===== config.mk =====
export PLATFORM = sky130hd
export DESIGN_NAME = srw_reset_ctrl
export DESIGN_NICKNAME = d
export VERILOG_FILES = /design/src/hdl/srw_pkg.sv /design/src/hdl/srw_reset_ctrl.sv
export SDC_FILE = /design/constraint.sdc
export NUM_CORES = 1
export LEC_CHECK = 0
export ABC_AREA = 1
export BUFFER_PORTS_ARGS = -buffer_cell sky130_fd_sc_hd__buf_2
export CAP_MARGIN = 20
export CORE_UTILIZATION = 40
export CTS_BUF_LIST = sky130_fd_sc_hd__clkbuf_8 sky130_fd_sc_hd__clkbuf_16
export CTS_CLUSTER_SIZE = 12
export DETAILED_ROUTE_END_ITERATION = 12
export PLACE_DENSITY_LB_ADDON = 0.25
export REMOVE_ABC_BUFFERS = 1
export SETUP_SLACK_MARGIN = 0.05
export SLEW_MARGIN = 20
export SYNTH_ARGS = -nofsm -noshare
export SYNTH_HDL_FRONTEND = slang
export SYNTH_SLANG_ARGS = --single-unit

===== constraint.sdc =====
create_clock -name clk -period 3.3 [get_ports clk]
set_input_delay 0.99 -clock clk [delete_from_list [all_inputs] [get_ports clk]]
set_output_delay 0.99 -clock clk [all_outputs]
set_load 0.005 [all_outputs]

===== src/hdl/srw_pkg.sv =====
// package of constants, register map and types for the reset and watchdog controller
package srw_pkg;
  // ***********************************
  // register map (word byte addresses)
  // ***********************************
  localparam logic [3:0] ADDR_CAUSE = 4'h0;
  localparam logic [3:0] ADDR_WDCTL = 4'h4;
  localparam logic [3:0] ADDR_UNLOCK = 4'h8;
  localparam logic [3:0] ADDR_MISC = 4'hc;
  localparam logic [7:0] UNLOCK_SIG = 8'hd8;
  // cause flag positions
  localparam int F_POWER = 0;
  localparam int F_PIN = 1;
  localparam int F_UNDERV = 2;
  localparam int F_WDOG = 3;
  // watchdog control and misc register positions
  localparam int W_IFLAG = 7;
  localparam int W_IEN = 6;
  localparam int W_P3 = 5;
  localparam int W_REN = 3;
  localparam int MISC_CMPBG = 0;
  localparam int MISC_CONV = 1;
  localparam int MISC_SLEEP = 2;
  localparam int MISC_REFON = 3;
  localparam logic [3:0] PERIOD_MAX = 4'h9;
  localparam int PERIOD_BASE_LOG2 = 9;
  localparam int UNLOCK_WINDOW = 4;
  localparam int SAMPLE_DIV = 32;
  // clock figures
  localparam int CLK_HZ = 50_000_000;
  localparam int LP_OSC_HZ = 32_768;
  localparam int LP_DIV = CLK_HZ / LP_OSC_HZ;
  localparam int WD_PULSE = 4;
  typedef enum logic [1:0] {
    UV_RSVD = 2'b00,
    UV_SAMPLED = 2'b01,
    UV_CONT = 2'b10,
    UV_OFF = 2'b11
  } srw_uvmode_t;
  typedef enum logic [1:0] {
    ST_HOLD = 2'b00,
    ST_COUNT = 2'b01,
    ST_RUN = 2'b11
  } srw_state_t;
  typedef struct packed {
    logic [3:0] period;
    logic resetEn;
    logic irqEn;
  } srw_wdcfg_t;
endpackage


===== src/hdl/srw_reset_ctrl.sv =====
// reset sequencer, undervoltage mode logic and watchdog with wishbone registers
`timescale 1ns/10ps
// Function
// - hold every peripheral in reset while internal reset asserted; fetch resumes afterwards
// - port reset is registered and asserts on the next clock edge after any source goes active
// - after all sources release, run delay counter before releasing internal reset
// - four sources: power-on, enabled pin, enabled watchdog, enabled undervoltage
// - power-on starts delay; its return asserts reset on the next clock edge
// - low enabled pin resets on the next clock edge; delay runs after it rises
// - pin ignored during power-on count; extend only if still low at end
// - watchdog expiry gives short pulse; delay starts on its falling edge
// - undervoltage resets after persisting detect time, or at once on a sampled detection; held until cleared
// - sampled mode samples on 1kHz falling edge; detector off between samples
// - sampled detection switches to continuous until reset releases and fuses load
// - active fuse picks mode: 00 reserved, 01 sampled, 10 continuous, 11 off
// - sleep fuse picks mode in deep sleep with same encoding
// - reference enable is undervoltage on, comparator select, or converter on
// - watchdog counts low power clock; cleared by restart, disable, reset
// - ten periods; expiry without restart resets the device
// - lock fuse: level 1 off, timed disable; level 2 always on, timed period
// - protected changes need unlock signature then write within four cycles
// - period 512 to 256K cycles as powers of two; reserved codes clamp
// - with both actions, timeout interrupts and clears irq enable
// - sticky cause flags; power-on clears others; software writes zero to clear
module srw_reset_ctrl #(
  parameter int STRETCH_CYCLES = 64,
  parameter int DETECT_CYCLES = 8,
  parameter int LP_DIV_P = srw_pkg::LP_DIV
) (
  input wire logic clk,
  input wire logic reset,
  input wire logic powerOnDetect,
  input wire logic extResetPinN,
  input wire logic extPinEnable,
  input wire logic undervoltageIndication,
  input wire logic [1:0] undervoltageActiveModeFuse,
  input wire logic [1:0] undervoltageSleepModeFuse,
  input wire logic watchdogLockFuse,
  input wire logic deepSleep,
  input wire logic watchdogRestart,
  input wire logic converterEnable,
  input wire logic [3:0] wbAdr,
  input wire logic [31:0] wbDatI,
  input wire logic [3:0] wbSel,
  input wire logic wbWe,
  input wire logic wbCyc,
  input wire logic wbStb,
  output logic [31:0] wbDatO,
  output logic wbAck,
  output logic portResetAsync,
  output logic internalReset,
  output logic watchdogIrq,
  output logic undervoltageDetectorOn,
  output logic referenceEnable
);
  // ***********************************
  // asynchronous source combine
  // ***********************************
  logic pinLow;
  logic srcAsync;
  logic wdPulse_reg;
  srw_pkg::srw_state_t state_reg;
  logic uvReset_reg;
  logic powerCount_reg;
  assign pinLow = extPinEnable & ~extResetPinN & ~powerCount_reg;
  // analog combine, no clock involved
  assign srcAsync = powerOnDetect | pinLow | uvReset_reg;
  always_ff @(posedge clk) begin
    portResetAsync <= srcAsync | wdPulse_reg | reset;
  end
  // ***********************************
  // release synchronizers
  // ***********************************
  logic [1:0] porSync_reg;
  logic [1:0] pinSync_reg;
  logic [1:0] uvSync_reg;
  always_ff @(posedge clk) begin
    porSync_reg <= {porSync_reg[0], powerOnDetect};
    pinSync_reg <= {pinSync_reg[0], extPinEnable & ~extResetPinN};
    uvSync_reg <= {uvSync_reg[0], undervoltageIndication};
  end
  logic porS;
  logic pinS;
  logic uvS;
  assign porS = porSync_reg[1];
  assign pinS = pinSync_reg[1];
  assign uvS = uvSync_reg[1];
  // ***********************************
  // stretch sequencer
  // ***********************************
  logic [$clog2(STRETCH_CYCLES+1)-1:0] stretch_reg;
  logic holdSrc;
  logic wdExpire;
  assign holdSrc = porS | uvReset_reg | wdPulse_reg | (pinS & ~powerCount_reg);
  always_ff @(posedge clk) begin
    if (reset || porS) begin
      state_reg <= srw_pkg::ST_HOLD;
      stretch_reg <= '0;
      powerCount_reg <= 1'b1;
    end else begin
      case (state_reg)
        srw_pkg::ST_HOLD: begin
          stretch_reg <= '0;
          if (!holdSrc) begin
            state_reg <= srw_pkg::ST_COUNT;
          end
        end
        srw_pkg::ST_COUNT: begin
          if (holdSrc) begin
            state_reg <= srw_pkg::ST_HOLD;
          end else if (stretch_reg == ($bits(stretch_reg))'(STRETCH_CYCLES - 1)) begin
            if (powerCount_reg && pinS) begin
              state_reg <= srw_pkg::ST_HOLD;
            end else begin
              state_reg <= srw_pkg::ST_RUN;
            end
            powerCount_reg <= 1'b0;
          end else begin
            stretch_reg <= stretch_reg + 1'b1;
          end
        end
        srw_pkg::ST_RUN: begin
          if (pinS || uvReset_reg || wdExpire) begin
            state_reg <= srw_pkg::ST_HOLD;
          end
        end
        default: state_reg <= srw_pkg::ST_HOLD;
      endcase
    end
  end
  logic chipReset;
  assign chipReset = reset | (state_reg != srw_pkg::ST_RUN);
  always_ff @(posedge clk) begin
    internalReset <= reset | (state_reg != srw_pkg::ST_RUN) | srcAsync;
  end
  // ***********************************
  // low power clock enables
  // ***********************************
  logic [15:0] lpDiv_reg;
  logic lpTick;
  logic [4:0] sampDiv_reg;
  logic sampleTick;
  assign lpTick = lpDiv_reg == 16'(LP_DIV_P - 1);
  // falling edge of the 1kHz clock = wrap of the 32 divider
  assign sampleTick = lpTick & (sampDiv_reg == 5'(srw_pkg::SAMPLE_DIV - 1));
  always_ff @(posedge clk) begin
    // divider never reset by the chip reset it stretches
    if (reset) begin
      lpDiv_reg <= '0;
      sampDiv_reg <= '0;
    end else begin
      lpDiv_reg <= lpTick ? 16'h0000 : lpDiv_reg + 16'h0001;
      if (lpTick) begin
        sampDiv_reg <= sampDiv_reg + 5'h01;
      end
    end
  end
  // ***********************************
  // undervoltage detector mode
  // ***********************************
  srw_pkg::srw_uvmode_t uvMode;
  logic forceCont_reg;
  logic uvEnabled;
  logic [$clog2(DETECT_CYCLES+1)-1:0] detect_reg;
  assign uvMode = srw_pkg::srw_uvmode_t'(deepSleep ? undervoltageSleepModeFuse
                                                   : undervoltageActiveModeFuse);
  // reserved code treated as continuous, the safe choice
  assign uvEnabled = forceCont_reg | (uvMode != srw_pkg::UV_OFF);
  always_ff @(posedge clk) begin
    if (reset) begin
      forceCont_reg <= 1'b0;
      uvReset_reg <= 1'b0;
      detect_reg <= '0;
      undervoltageDetectorOn <= 1'b0;
    end else begin
      undervoltageDetectorOn <= forceCont_reg | (uvMode == srw_pkg::UV_CONT)
          | (uvMode == srw_pkg::UV_RSVD) | ((uvMode == srw_pkg::UV_SAMPLED) & sampleTick);
      if (!uvEnabled || !uvS) begin
        detect_reg <= '0;
        uvReset_reg <= 1'b0;
      end else if (!forceCont_reg && uvMode == srw_pkg::UV_SAMPLED) begin
        if (sampleTick) begin
          forceCont_reg <= 1'b1;
          uvReset_reg <= 1'b1;
        end
      end else if (detect_reg == ($bits(detect_reg))'(DETECT_CYCLES - 1)) begin
        uvReset_reg <= 1'b1;
      end else begin
        detect_reg <= detect_reg + 1'b1;
      end
      if (forceCont_reg && !uvReset_reg && !chipReset) begin
        forceCont_reg <= 1'b0;
      end
    end
  end
  // ***********************************
  // watchdog registers
  // ***********************************
  srw_pkg::srw_wdcfg_t wdCfg_reg;
  logic wdIrqFlag_reg;
  logic [3:0] cause_reg;
  logic cmpBandgap_reg;
  logic [2:0] unlockCnt_reg;
  logic unlocked;
  logic wbReq;
  logic wbWrite;
  logic running;
  logic [3:0] effPeriod;
  logic wdTimeout;
  assign wbReq = wbCyc & wbStb & ~wbAck;
  assign wbWrite = wbCyc & wbStb & wbAck & wbWe & wbSel[0]; // lands at the ack edge
  assign unlocked = unlockCnt_reg != 3'h0;
  assign running = wdCfg_reg.resetEn | wdCfg_reg.irqEn | watchdogLockFuse;
  assign effPeriod = (wdCfg_reg.period > srw_pkg::PERIOD_MAX) ? srw_pkg::PERIOD_MAX
                                                              : wdCfg_reg.period;
  always_ff @(posedge clk) begin
    if (chipReset) begin
      unlockCnt_reg <= '0;
    end else if (wbWrite && wbAdr == srw_pkg::ADDR_UNLOCK && wbDatI[7:0] == srw_pkg::UNLOCK_SIG) begin
      unlockCnt_reg <= 3'(srw_pkg::UNLOCK_WINDOW);
    end else if (unlocked) begin
      unlockCnt_reg <= unlockCnt_reg - 3'h1;
    end
  end
  logic [7:0] wdWr;
  logic newRen;
  assign wdWr = wbDatI[7:0];
  always_comb begin
    newRen = wdCfg_reg.resetEn;
    if (wdWr[srw_pkg::W_REN] || unlocked) begin
      newRen = wdWr[srw_pkg::W_REN];
    end
  end
  always_ff @(posedge clk) begin
    if (chipReset) begin
      wdCfg_reg <= '0;
      wdIrqFlag_reg <= 1'b0;
      cmpBandgap_reg <= 1'b0;
    end else begin
      if (wbWrite && wbAdr == srw_pkg::ADDR_WDCTL) begin
        wdCfg_reg.irqEn <= wdWr[srw_pkg::W_IEN];
        if (!watchdogLockFuse || unlocked) begin
          wdCfg_reg.period <= {wdWr[srw_pkg::W_P3], wdWr[2:0]};
        end
        if (!watchdogLockFuse) begin
          wdCfg_reg.resetEn <= newRen;
        end
      end
      if (wbWrite && wbAdr == srw_pkg::ADDR_MISC) begin
        cmpBandgap_reg <= wbDatI[srw_pkg::MISC_CMPBG];
      end
      if (wdTimeout && wdCfg_reg.irqEn) begin
        wdIrqFlag_reg <= 1'b1;
        if (wdCfg_reg.resetEn || watchdogLockFuse) begin
          wdCfg_reg.irqEn <= 1'b0;
        end
      end else if (wbWrite && wbAdr == srw_pkg::ADDR_WDCTL && wdWr[srw_pkg::W_IFLAG]) begin
        wdIrqFlag_reg <= 1'b0;
      end
    end
  end
  // ***********************************
  // watchdog counter
  // ***********************************
  logic [17:0] wdCnt_reg;
  logic [17:0] wdLimit;
  logic [2:0] pulseCnt_reg;
  assign wdLimit = 18'((32'h1 << (srw_pkg::PERIOD_BASE_LOG2 + 32'(effPeriod))) - 32'h1);
  assign wdTimeout = running & lpTick & (wdCnt_reg == wdLimit);
  assign wdExpire = wdTimeout & ~wdCfg_reg.irqEn &
                    (wdCfg_reg.resetEn | watchdogLockFuse);
  always_ff @(posedge clk) begin
    if (chipReset || watchdogRestart || !running) begin
      wdCnt_reg <= '0;
    end else if (lpTick) begin
      wdCnt_reg <= wdTimeout ? 18'h00000 : wdCnt_reg + 18'h00001;
    end
  end
  always_ff @(posedge clk) begin
    if (reset) begin
      wdPulse_reg <= 1'b0;
      pulseCnt_reg <= '0;
    end else if (wdExpire) begin
      wdPulse_reg <= 1'b1;
      pulseCnt_reg <= 3'(srw_pkg::WD_PULSE - 1);
    end else if (pulseCnt_reg != 3'h0) begin
      pulseCnt_reg <= pulseCnt_reg - 3'h1;
    end else begin
      wdPulse_reg <= 1'b0;
    end
  end
  // ***********************************
  // cause flags
  // ***********************************
  always_ff @(posedge clk) begin
    if (reset || porS) begin
      cause_reg <= 4'h1;
    end else begin
      if (wbWrite && wbAdr == srw_pkg::ADDR_CAUSE) begin
        cause_reg <= cause_reg & wbDatI[3:0];
      end
      // set after clear so a concurrent event wins
      if (pinS && !powerCount_reg) begin
        cause_reg[srw_pkg::F_PIN] <= 1'b1;
      end
      if (uvReset_reg) begin
        cause_reg[srw_pkg::F_UNDERV] <= 1'b1;
      end
      if (wdExpire) begin
        cause_reg[srw_pkg::F_WDOG] <= 1'b1;
      end
    end
  end
  // ***********************************
  // reference, irq and bus answer
  // ***********************************
  always_ff @(posedge clk) begin
    // software owns start-up wait of the reference
    referenceEnable <= uvEnabled | cmpBandgap_reg | converterEnable;
    watchdogIrq <= wdIrqFlag_reg & ~chipReset;
  end
  always_ff @(posedge clk) begin
    if (reset) begin
      wbAck <= 1'b0;
      wbDatO <= '0;
    end else begin
      wbAck <= wbReq;
      wbDatO <= '0;
      if (wbReq && !wbWe) begin
        case (wbAdr)
          srw_pkg::ADDR_CAUSE: wbDatO <= {28'h0, cause_reg};
          srw_pkg::ADDR_WDCTL: wbDatO <= {24'h0, wdIrqFlag_reg, wdCfg_reg.irqEn,
              wdCfg_reg.period[3], 1'b0, wdCfg_reg.resetEn | watchdogLockFuse,
              wdCfg_reg.period[2:0]};
          srw_pkg::ADDR_MISC: wbDatO <= {28'h0, uvEnabled, deepSleep, converterEnable,
              cmpBandgap_reg};
          default: wbDatO <= '0;
        endcase
      end
    end
  end
  // ***********************************
  // checks
  // ***********************************
  a_power_hold: assert property (@(posedge clk) disable iff (reset)
    porS |=> internalReset) else $error("power-on did not hold reset");
  a_port_async: assert property (@(posedge clk) disable iff (reset)
    srcAsync |=> portResetAsync) else $error("port reset missing");
  a_stretch_len: assert property (@(posedge clk) disable iff (reset)
    (state_reg == srw_pkg::ST_HOLD && !holdSrc && !porS) |=> internalReset [*2])
    else $error("stretch too short");
  a_pulse_short: assert property (@(posedge clk) disable iff (reset)
    $rose(wdPulse_reg) |-> ##[1:8] !wdPulse_reg) else $error("watchdog pulse too long");
  a_irq_clears: assert property (@(posedge clk) disable iff (reset)
    (wdTimeout && wdCfg_reg.irqEn && wdCfg_reg.resetEn && !chipReset) |=> !wdCfg_reg.irqEn)
    else $error("irq enable not cleared");
  a_ref_or: assert property (@(posedge clk) disable iff (reset)
    cmpBandgap_reg |=> referenceEnable) else $error("reference off");
  a_uv_cont: assert property (@(posedge clk) disable iff (reset)
    (sampleTick && uvS && uvMode == srw_pkg::UV_SAMPLED && !forceCont_reg) |=> forceCont_reg)
    else $error("no switch to continuous");
  a_wd_clear: assert property (@(posedge clk) disable iff (reset)
    watchdogRestart |=> wdCnt_reg == 18'h00000) else $error("watchdog not cleared");
  a_period_clamp: assert property (@(posedge clk) disable iff (reset)
    effPeriod <= srw_pkg::PERIOD_MAX) else $error("period out of range");
  c_wd_reset: cover property (@(posedge clk) wdExpire);
  c_uv_reset: cover property (@(posedge clk) $rose(uvReset_reg));
  c_wd_irq: cover property (@(posedge clk) $rose(wdIrqFlag_reg));
endmodule // srw_reset_ctrl


**Word level (Yosys, flattened, before mapping)**

Index checks and enable logic that the tools add are counted.

- Input bits: 57
- Word-level logic and storage cells: 200
- Output and inout port bits: 38
- Register bits: 118

- Equal/unequal tests: 22
- Magnitude comparators: 1
- Shifts and indexed selects: 1
- Bitwise operators: 45
- Add/subtract/negate cells: 9
- Muxes and demuxes: 31
- Reduce and logical (&&, ||, !) cells: 58

Operators with widths:

| operator | number |
|---|---|
| 8-bit case mux with 3 select lines | 1 |
| 18-bit by 1-bit adder with 18-bit output (second input constant) | 1 |
| 18-bit == test | 1 |
| 18-bit 2-to-1 mux | 1 |
| 1-bit bitwise OR | 18 |
| 1-bit by 5-bit << shifter with 18-bit output (first input constant) | 1 |
| 18-bit by 1-bit subtractor with 18-bit output (second input constant) | 1 |
| 16-bit by 1-bit adder with 16-bit output (second input constant) | 1 |
| 16-bit by 11-bit == test with 1-bit output (second input constant) | 1 |
| 2-bit 2-to-1 mux | 8 |
| 2-bit != test (second input constant) | 8 |
| 2-bit nonzero test | 8 |
| 1-bit AND | 15 |
| 3-bit AND reduction | 5 |
| 7-bit 2-to-1 mux | 2 |
| 7-bit case mux with 2 select lines | 1 |
| 1-bit logical AND | 13 |
| 1-bit 2-to-1 mux | 13 |
| 2-bit OR reduction | 6 |
| 1-bit inverter | 11 |
| 1-bit zero test | 9 |
| 1-bit logical OR | 9 |
| 4-bit by 3-bit == test with 1-bit output (second input constant) | 2 |
| 4-bit == test (second input constant) | 2 |
| 20 further kinds | 29 |

**Logic depth before layout (Yosys ltp)**

- Word-level depth: 12
- Mapped depth: 24
- Mapped depth without buffers: 24

**Worst setup path before layout**

No wires, ideal clock.

- Path kind: register -> register
- From: register wdCfg_reg[5] (netlist bit)
- To: register wdCnt_reg[9]
- Cell stages (with the launch flop): 23
- Required time: 3.182 ns
- Data arrival time: 2.832 ns
- Setup time: 0.118 ns
- Period minus slack after synthesis: 2.950 ns
- Path slack: 0.350 ns
- Buffers on the path: 2
- Path through: dfxtp_1 -> buf_4 -> nand2_2 -> nand4_4 -> inv_1 -> ha_1 -> inv_1 -> nand2_1 -> nor2_4 -> nand2_4 -> ha_1 -> nor2_1 -> nor2_1 -> nand2_1 -> nor2_1 -> nand4_1 -> nor2_1 -> nand4_1 -> nor2_2 -> nand3_2 -> nand2_2 -> buf_6 -> nor3_1

- Word-level cells in the longest chain between the ends: 8

Ends and longest elaborated chain:

| element | line | source |
|---|---|---|
| start: declaration | srw_reset_ctrl.sv:199 | `srw_pkg::srw_wdcfg_t wdCfg_reg;` |
| 4-bit greater-than comparator | srw_reset_ctrl.sv:214 | `assign effPeriod = (wdCfg_reg.period > srw_pkg::PERIOD_MAX) ? srw_pkg::PERIOD_MAX` |
| 4-bit 2-to-1 mux (*) | srw_reset_ctrl.sv:214 |  |
| 4-bit by 4-bit adder with 5-bit output (*) | srw_reset_ctrl.sv:268 | `assign wdLimit = 18'((32'h1 << (srw_pkg::PERIOD_BASE_LOG2 + 32'(effPeriod))) - 32'h1);` |
| 1-bit by 5-bit << shifter with 18-bit output (*) | srw_reset_ctrl.sv:268 |  |
| 18-bit by 1-bit subtractor with 18-bit output (*) | srw_reset_ctrl.sv:268 |  |
| 18-bit == test (*) | srw_reset_ctrl.sv:269 | `assign wdTimeout = running & lpTick & (wdCnt_reg == wdLimit);` |
| 1-bit AND (*) | srw_reset_ctrl.sv:269 |  |
| 18-bit 2-to-1 mux (*) | srw_reset_ctrl.sv:276 | `wdCnt_reg <= wdTimeout ? 18'h00000 : wdCnt_reg + 18'h00001;` |
| end signal: assignment | srw_reset_ctrl.sv:276 |  |
| end: declaration | srw_reset_ctrl.sv:265 | `logic [17:0] wdCnt_reg;` |

Mark *: on every way between the ends. The rest lies on a longest branch, timed or not.
A chain may end at the register's enable or synchronous reset.

**Worst setup path in the final report**

- From: register wdCfg_reg[4] (netlist bit)
- To: register wdPulse_reg

- Word-level cells in the longest chain between the ends: 10
- Elaborated cells between the ends (all ways): 11
- Classes of those cells: 2 x add/sub; 1 x order compare; 2 x eq/ne; 1 x shift; 2 x mux; 3 x bitwise

Ends and longest elaborated chain:

| element | line | source |
|---|---|---|
| 4-bit greater-than comparator | srw_reset_ctrl.sv:214 |  |
| 4-bit 2-to-1 mux (*) | srw_reset_ctrl.sv:214 |  |
| 4-bit by 4-bit adder with 5-bit output (*) | srw_reset_ctrl.sv:268 |  |
| 1-bit by 5-bit << shifter with 18-bit output (*) | srw_reset_ctrl.sv:268 |  |
| 18-bit by 1-bit subtractor with 18-bit output (*) | srw_reset_ctrl.sv:268 |  |
| 18-bit == test (*) | srw_reset_ctrl.sv:269 |  |
| 1-bit AND (*) | srw_reset_ctrl.sv:269 |  |
| 1-bit AND (*) (2 in series) | srw_reset_ctrl.sv:270 | `assign wdExpire = wdTimeout & ~wdCfg_reg.irqEn &` |
| 2-bit != test (no line) / 1-bit 2-to-1 mux (equally long branches) | -- |  |
| end signal: assignment | srw_reset_ctrl.sv:281 | `wdPulse_reg <= 1'b0;` |
| end signal: assignment | srw_reset_ctrl.sv:284 | `wdPulse_reg <= 1'b1;` |
| end signal: assignment | srw_reset_ctrl.sv:289 | `wdPulse_reg <= 1'b0;` |
| end: declaration | srw_reset_ctrl.sv:61 | `logic wdPulse_reg;` |

Marked as above.

==> impl_metrics.env <==
export IMPL_largest_reg_flops=18
export IMPL_syn_to_final_growth_pct=13.8
export IMPL_fp_dieW_um=115
export IMPL_finalSetupViolCount=0
export IMPL_path_clk_slew_ns=0.06
export IMPL_routed_wl_mm=11.0
export IMPL_yosysSeqAreaShare_pct=36.4
export IMPL_utilization_pct=47.5
export IMPL_cts_sinks=93
export IMPL_dpl_cell_area_um2=5460
export IMPL_clock_latency_ns=0.34
export IMPL_syn_inst=727
export IMPL_max_freq_mhz=330
export IMPL_cap_viol_max_count=0
export IMPL_clock_power_share_pct=42.5
export IMPL_grt_max_degree=16
export IMPL_grt_pass1_vias=4160
export IMPL_switching_share_pct=24.1
export IMPL_synth_edf_count=0
export IMPL_ant_nets=0
export IMPL_num_rows=40
export IMPL_synth_commonest_cells="139 x nand2_1, 112 x inv_1, 94 x nor2_1, 93 x dfxtp_1, 41 x a21oi_1"
export IMPL_worst_ep_required_time_ns=3.56
export IMPL_fin_area_um2=5820
export IMPL_synth_top_area_cell="dfxtp_1"
export IMPL_critPathKind="reg2reg"
export IMPL_fin_skew_ns=0.00396
export IMPL_yosysWarningCount=0
export IMPL_core_um2=12300
export IMPL_synth_top_area_share_pct=36.4
export IMPL_ys_ff_latch=93
export IMPL_route_detailed_drc=0
export IMPL_dp_hpwl_mm=8.73
export IMPL_die_area_um2=13300
export IMPL_clockRootBuffer="clkbuf_16"
export IMPL_drt_iter0_drc=198
export IMPL_cts_buffers=9
export IMPL_antenna_found_initial=0
export IMPL_dr_pass1_iters=5
export IMPL_synth_distinct_cells=49
export IMPL_ys_flop_type="dfxtp_1"
export IMPL_num_vias=4614
export IMPL_routedWlPerCell_um=11.5
export IMPL_power_switching_w=0.000568
export IMPL_worst_pin_slew_ns=0.642
export IMPL_synth_async_sr_flop_share_pct=0
export IMPL_grt_pass1_wl_mm=18.4
export IMPL_initial_core_util_pct=41.7
export IMPL_antennaDiodeCount=0
export IMPL_fin_nets=856
export IMPL_p_leak_nw=2.50
export IMPL_cts_hold_buf=0
export IMPL_io_pins=95
export IMPL_cp_max_fo=5
export IMPL_port_buffers=42
export IMPL_ir_worst_vdd_uv=229
export IMPL_comb_power_share_pct=8.1
export IMPL_synthMostInstantiatedCell="nand2_1"
export IMPL_hp_class="reg2reg"
export IMPL_synth_area_leaders="dfxtp_1 36%, nand2_1 10%, inv_1 8.2%, nor2_1 6.9%, a21oi_1 4.0%"
export IMPL_cts_tree="built"
export IMPL_htree_levels=3
export IMPL_gp_routability_congestion=0.852
export IMPL_grt_total_usage_pct=17.5
export IMPL_clockBufferDepth=2
export IMPL_die_h_um=115
export IMPL_fin_setup_tns_ns=0
export IMPL_p_int_w=0.00179
export IMPL_startpoint_type="register"
export IMPL_hold_viol_final=0
export IMPL_rsz0062_at_grt="false"
export IMPL_slew_headroom_pct=56.8
export IMPL_dp_cells=938
export IMPL_finalCritPeriodShare_pct=91.7
export IMPL_period_needed_ns=3.03
export IMPL_overflow=0
export IMPL_maxSlewViolCount=0
export IMPL_arrival_ns=3.29
export IMPL_final_cells=957
export IMPL_syn_area_per_cell_um2=7.04
export IMPL_syn_area_um2=5120
export IMPL_vias_per_cell=4.82
export IMPL_outcome="complete, no violations"
export IMPL_power_density_nw_per_um2=405
export IMPL_power_share_sequential_pct=49.5
export IMPL_drive_above_1_share_pct=14.6
export IMPL_crit_path_end_kind="register"
## per-layer routing
layer  global-route usage, %  up-vias  wire, um
met2                    29.9       98      5380
met3                    5.11       17       527
met5                       0        -         0
met1                    21.4     2108      4980
li1                        -     2391         -
met4                    5.19        0       129
## worst max-delay path: stages, from the launching register on
cell,delay [ns]
dfxtp_2,0.33
inv_2,0.08
nand2_2,0.06
nand4_4,0.07
inv_1,0.04
ha_1,0.31
inv_1,0.06
nand2_1,0.09
nor2_4,0.15
nand2_4,0.08
ha_4,0.27
nor2_1,0.05
nor2_1,0.11
nand2_1,0.06
nor2_1,0.11
nand4_1,0.10
nor2_1,0.09
nand4_1,0.15
nor2_4,0.20
nand4_4,0.17
or2_1,0.30
o31ai_1,0.06
## power by group through the flow
stage	registers, W	logic, W	clock network (W)
after detailed placement	0.00119	0.000186	0
final	0.00117	0.000190	0.00100
after global routing	0.00117	0.000224	0.00108
after CTS	0.00117	0.000187	0.00104
after floorplan	0.00119	0.000132	0
after global placement	0.00119	0.000179	0
## layout by cell type, fill, tap and decap left out, drive strengths merged, types with 4 or more instances in the layout
cell type | synthesis | layout
a21oi | 41 | 41
a31oi | 4 | 4
buf | 27 | 53
clkbuf | 3 | 12
conb | 2 | 26
dfxtp | 93 | 93
ha | 14 | 14
inv | 121 | 123
nand2 | 148 | 148
nand3 | 31 | 31
nand4 | 19 | 19
nor2 | 105 | 105
nor3 | 29 | 29
nor3b | 7 | 7
nor4 | 7 | 7
o21ai | 27 | 27
o31ai | 7 | 7
xor2 | 20 | 20
## timing repair
action / CTS / global route
buffers inserted: 0 / 4
setup endpoints to repair: 0 / 24
resized for setup: 0 / 8
## layout make-up
class,instances,area [um^2]
clock buffer,12,267
clock inverter,3,20.0
fill,1222,6440
inverter,121,454
multi-input combinational,507,2710
sequential,93,1870
tap,168,210
timing repair buffer,53,293
## kinds of logic after synthesis
| family | count (synthesis) | synth area share [%] |
|---|---|---|
| and+or+nand+nor | 354 | 32.4 |
| other | 2 | 0.147 |
| xor gates and xnor gates | 22 | 4.21 |
| AOI/OAI and AO/OA | 89 | 9.88 |
| muxes | 2 | 0.391 |
| adders and majority gates | 14 | 3.42 |
| DFF | 93 | 36.4 |
| buffers and inverters | 151 | 13.1 |
## final timing paths
path	end	cells after the start	startpoint	slack, ns
worst max-delay path	wdPulse_reg	21	wdCfg_reg[4]	0.27
worst min-delay path	porSync_reg[1]	0	porSync_reg[0]	0.32
worst max register to register	wdPulse_reg	21	wdCfg_reg[4]	0.27
worst min register to register	porSync_reg[1]	0	porSync_reg[0]	0.32
## stage by stage
step | power (W) | hold slack, ns | worst slack, ns
detailed placement | 0.00138 | 0.321 | 0.0865
CTS | 0.00239 | 0.329 | 0.0547
finish | 0.00236 | 0.325 | 0.273
global placement | 0.00137 | 0.312 | 0.157
global route | 0.00248 | 0.338 | 0.0730
floorplan | 0.00132 | 0.310 | 0.193
No activity file was read; power rests on OpenSTA's default activity.
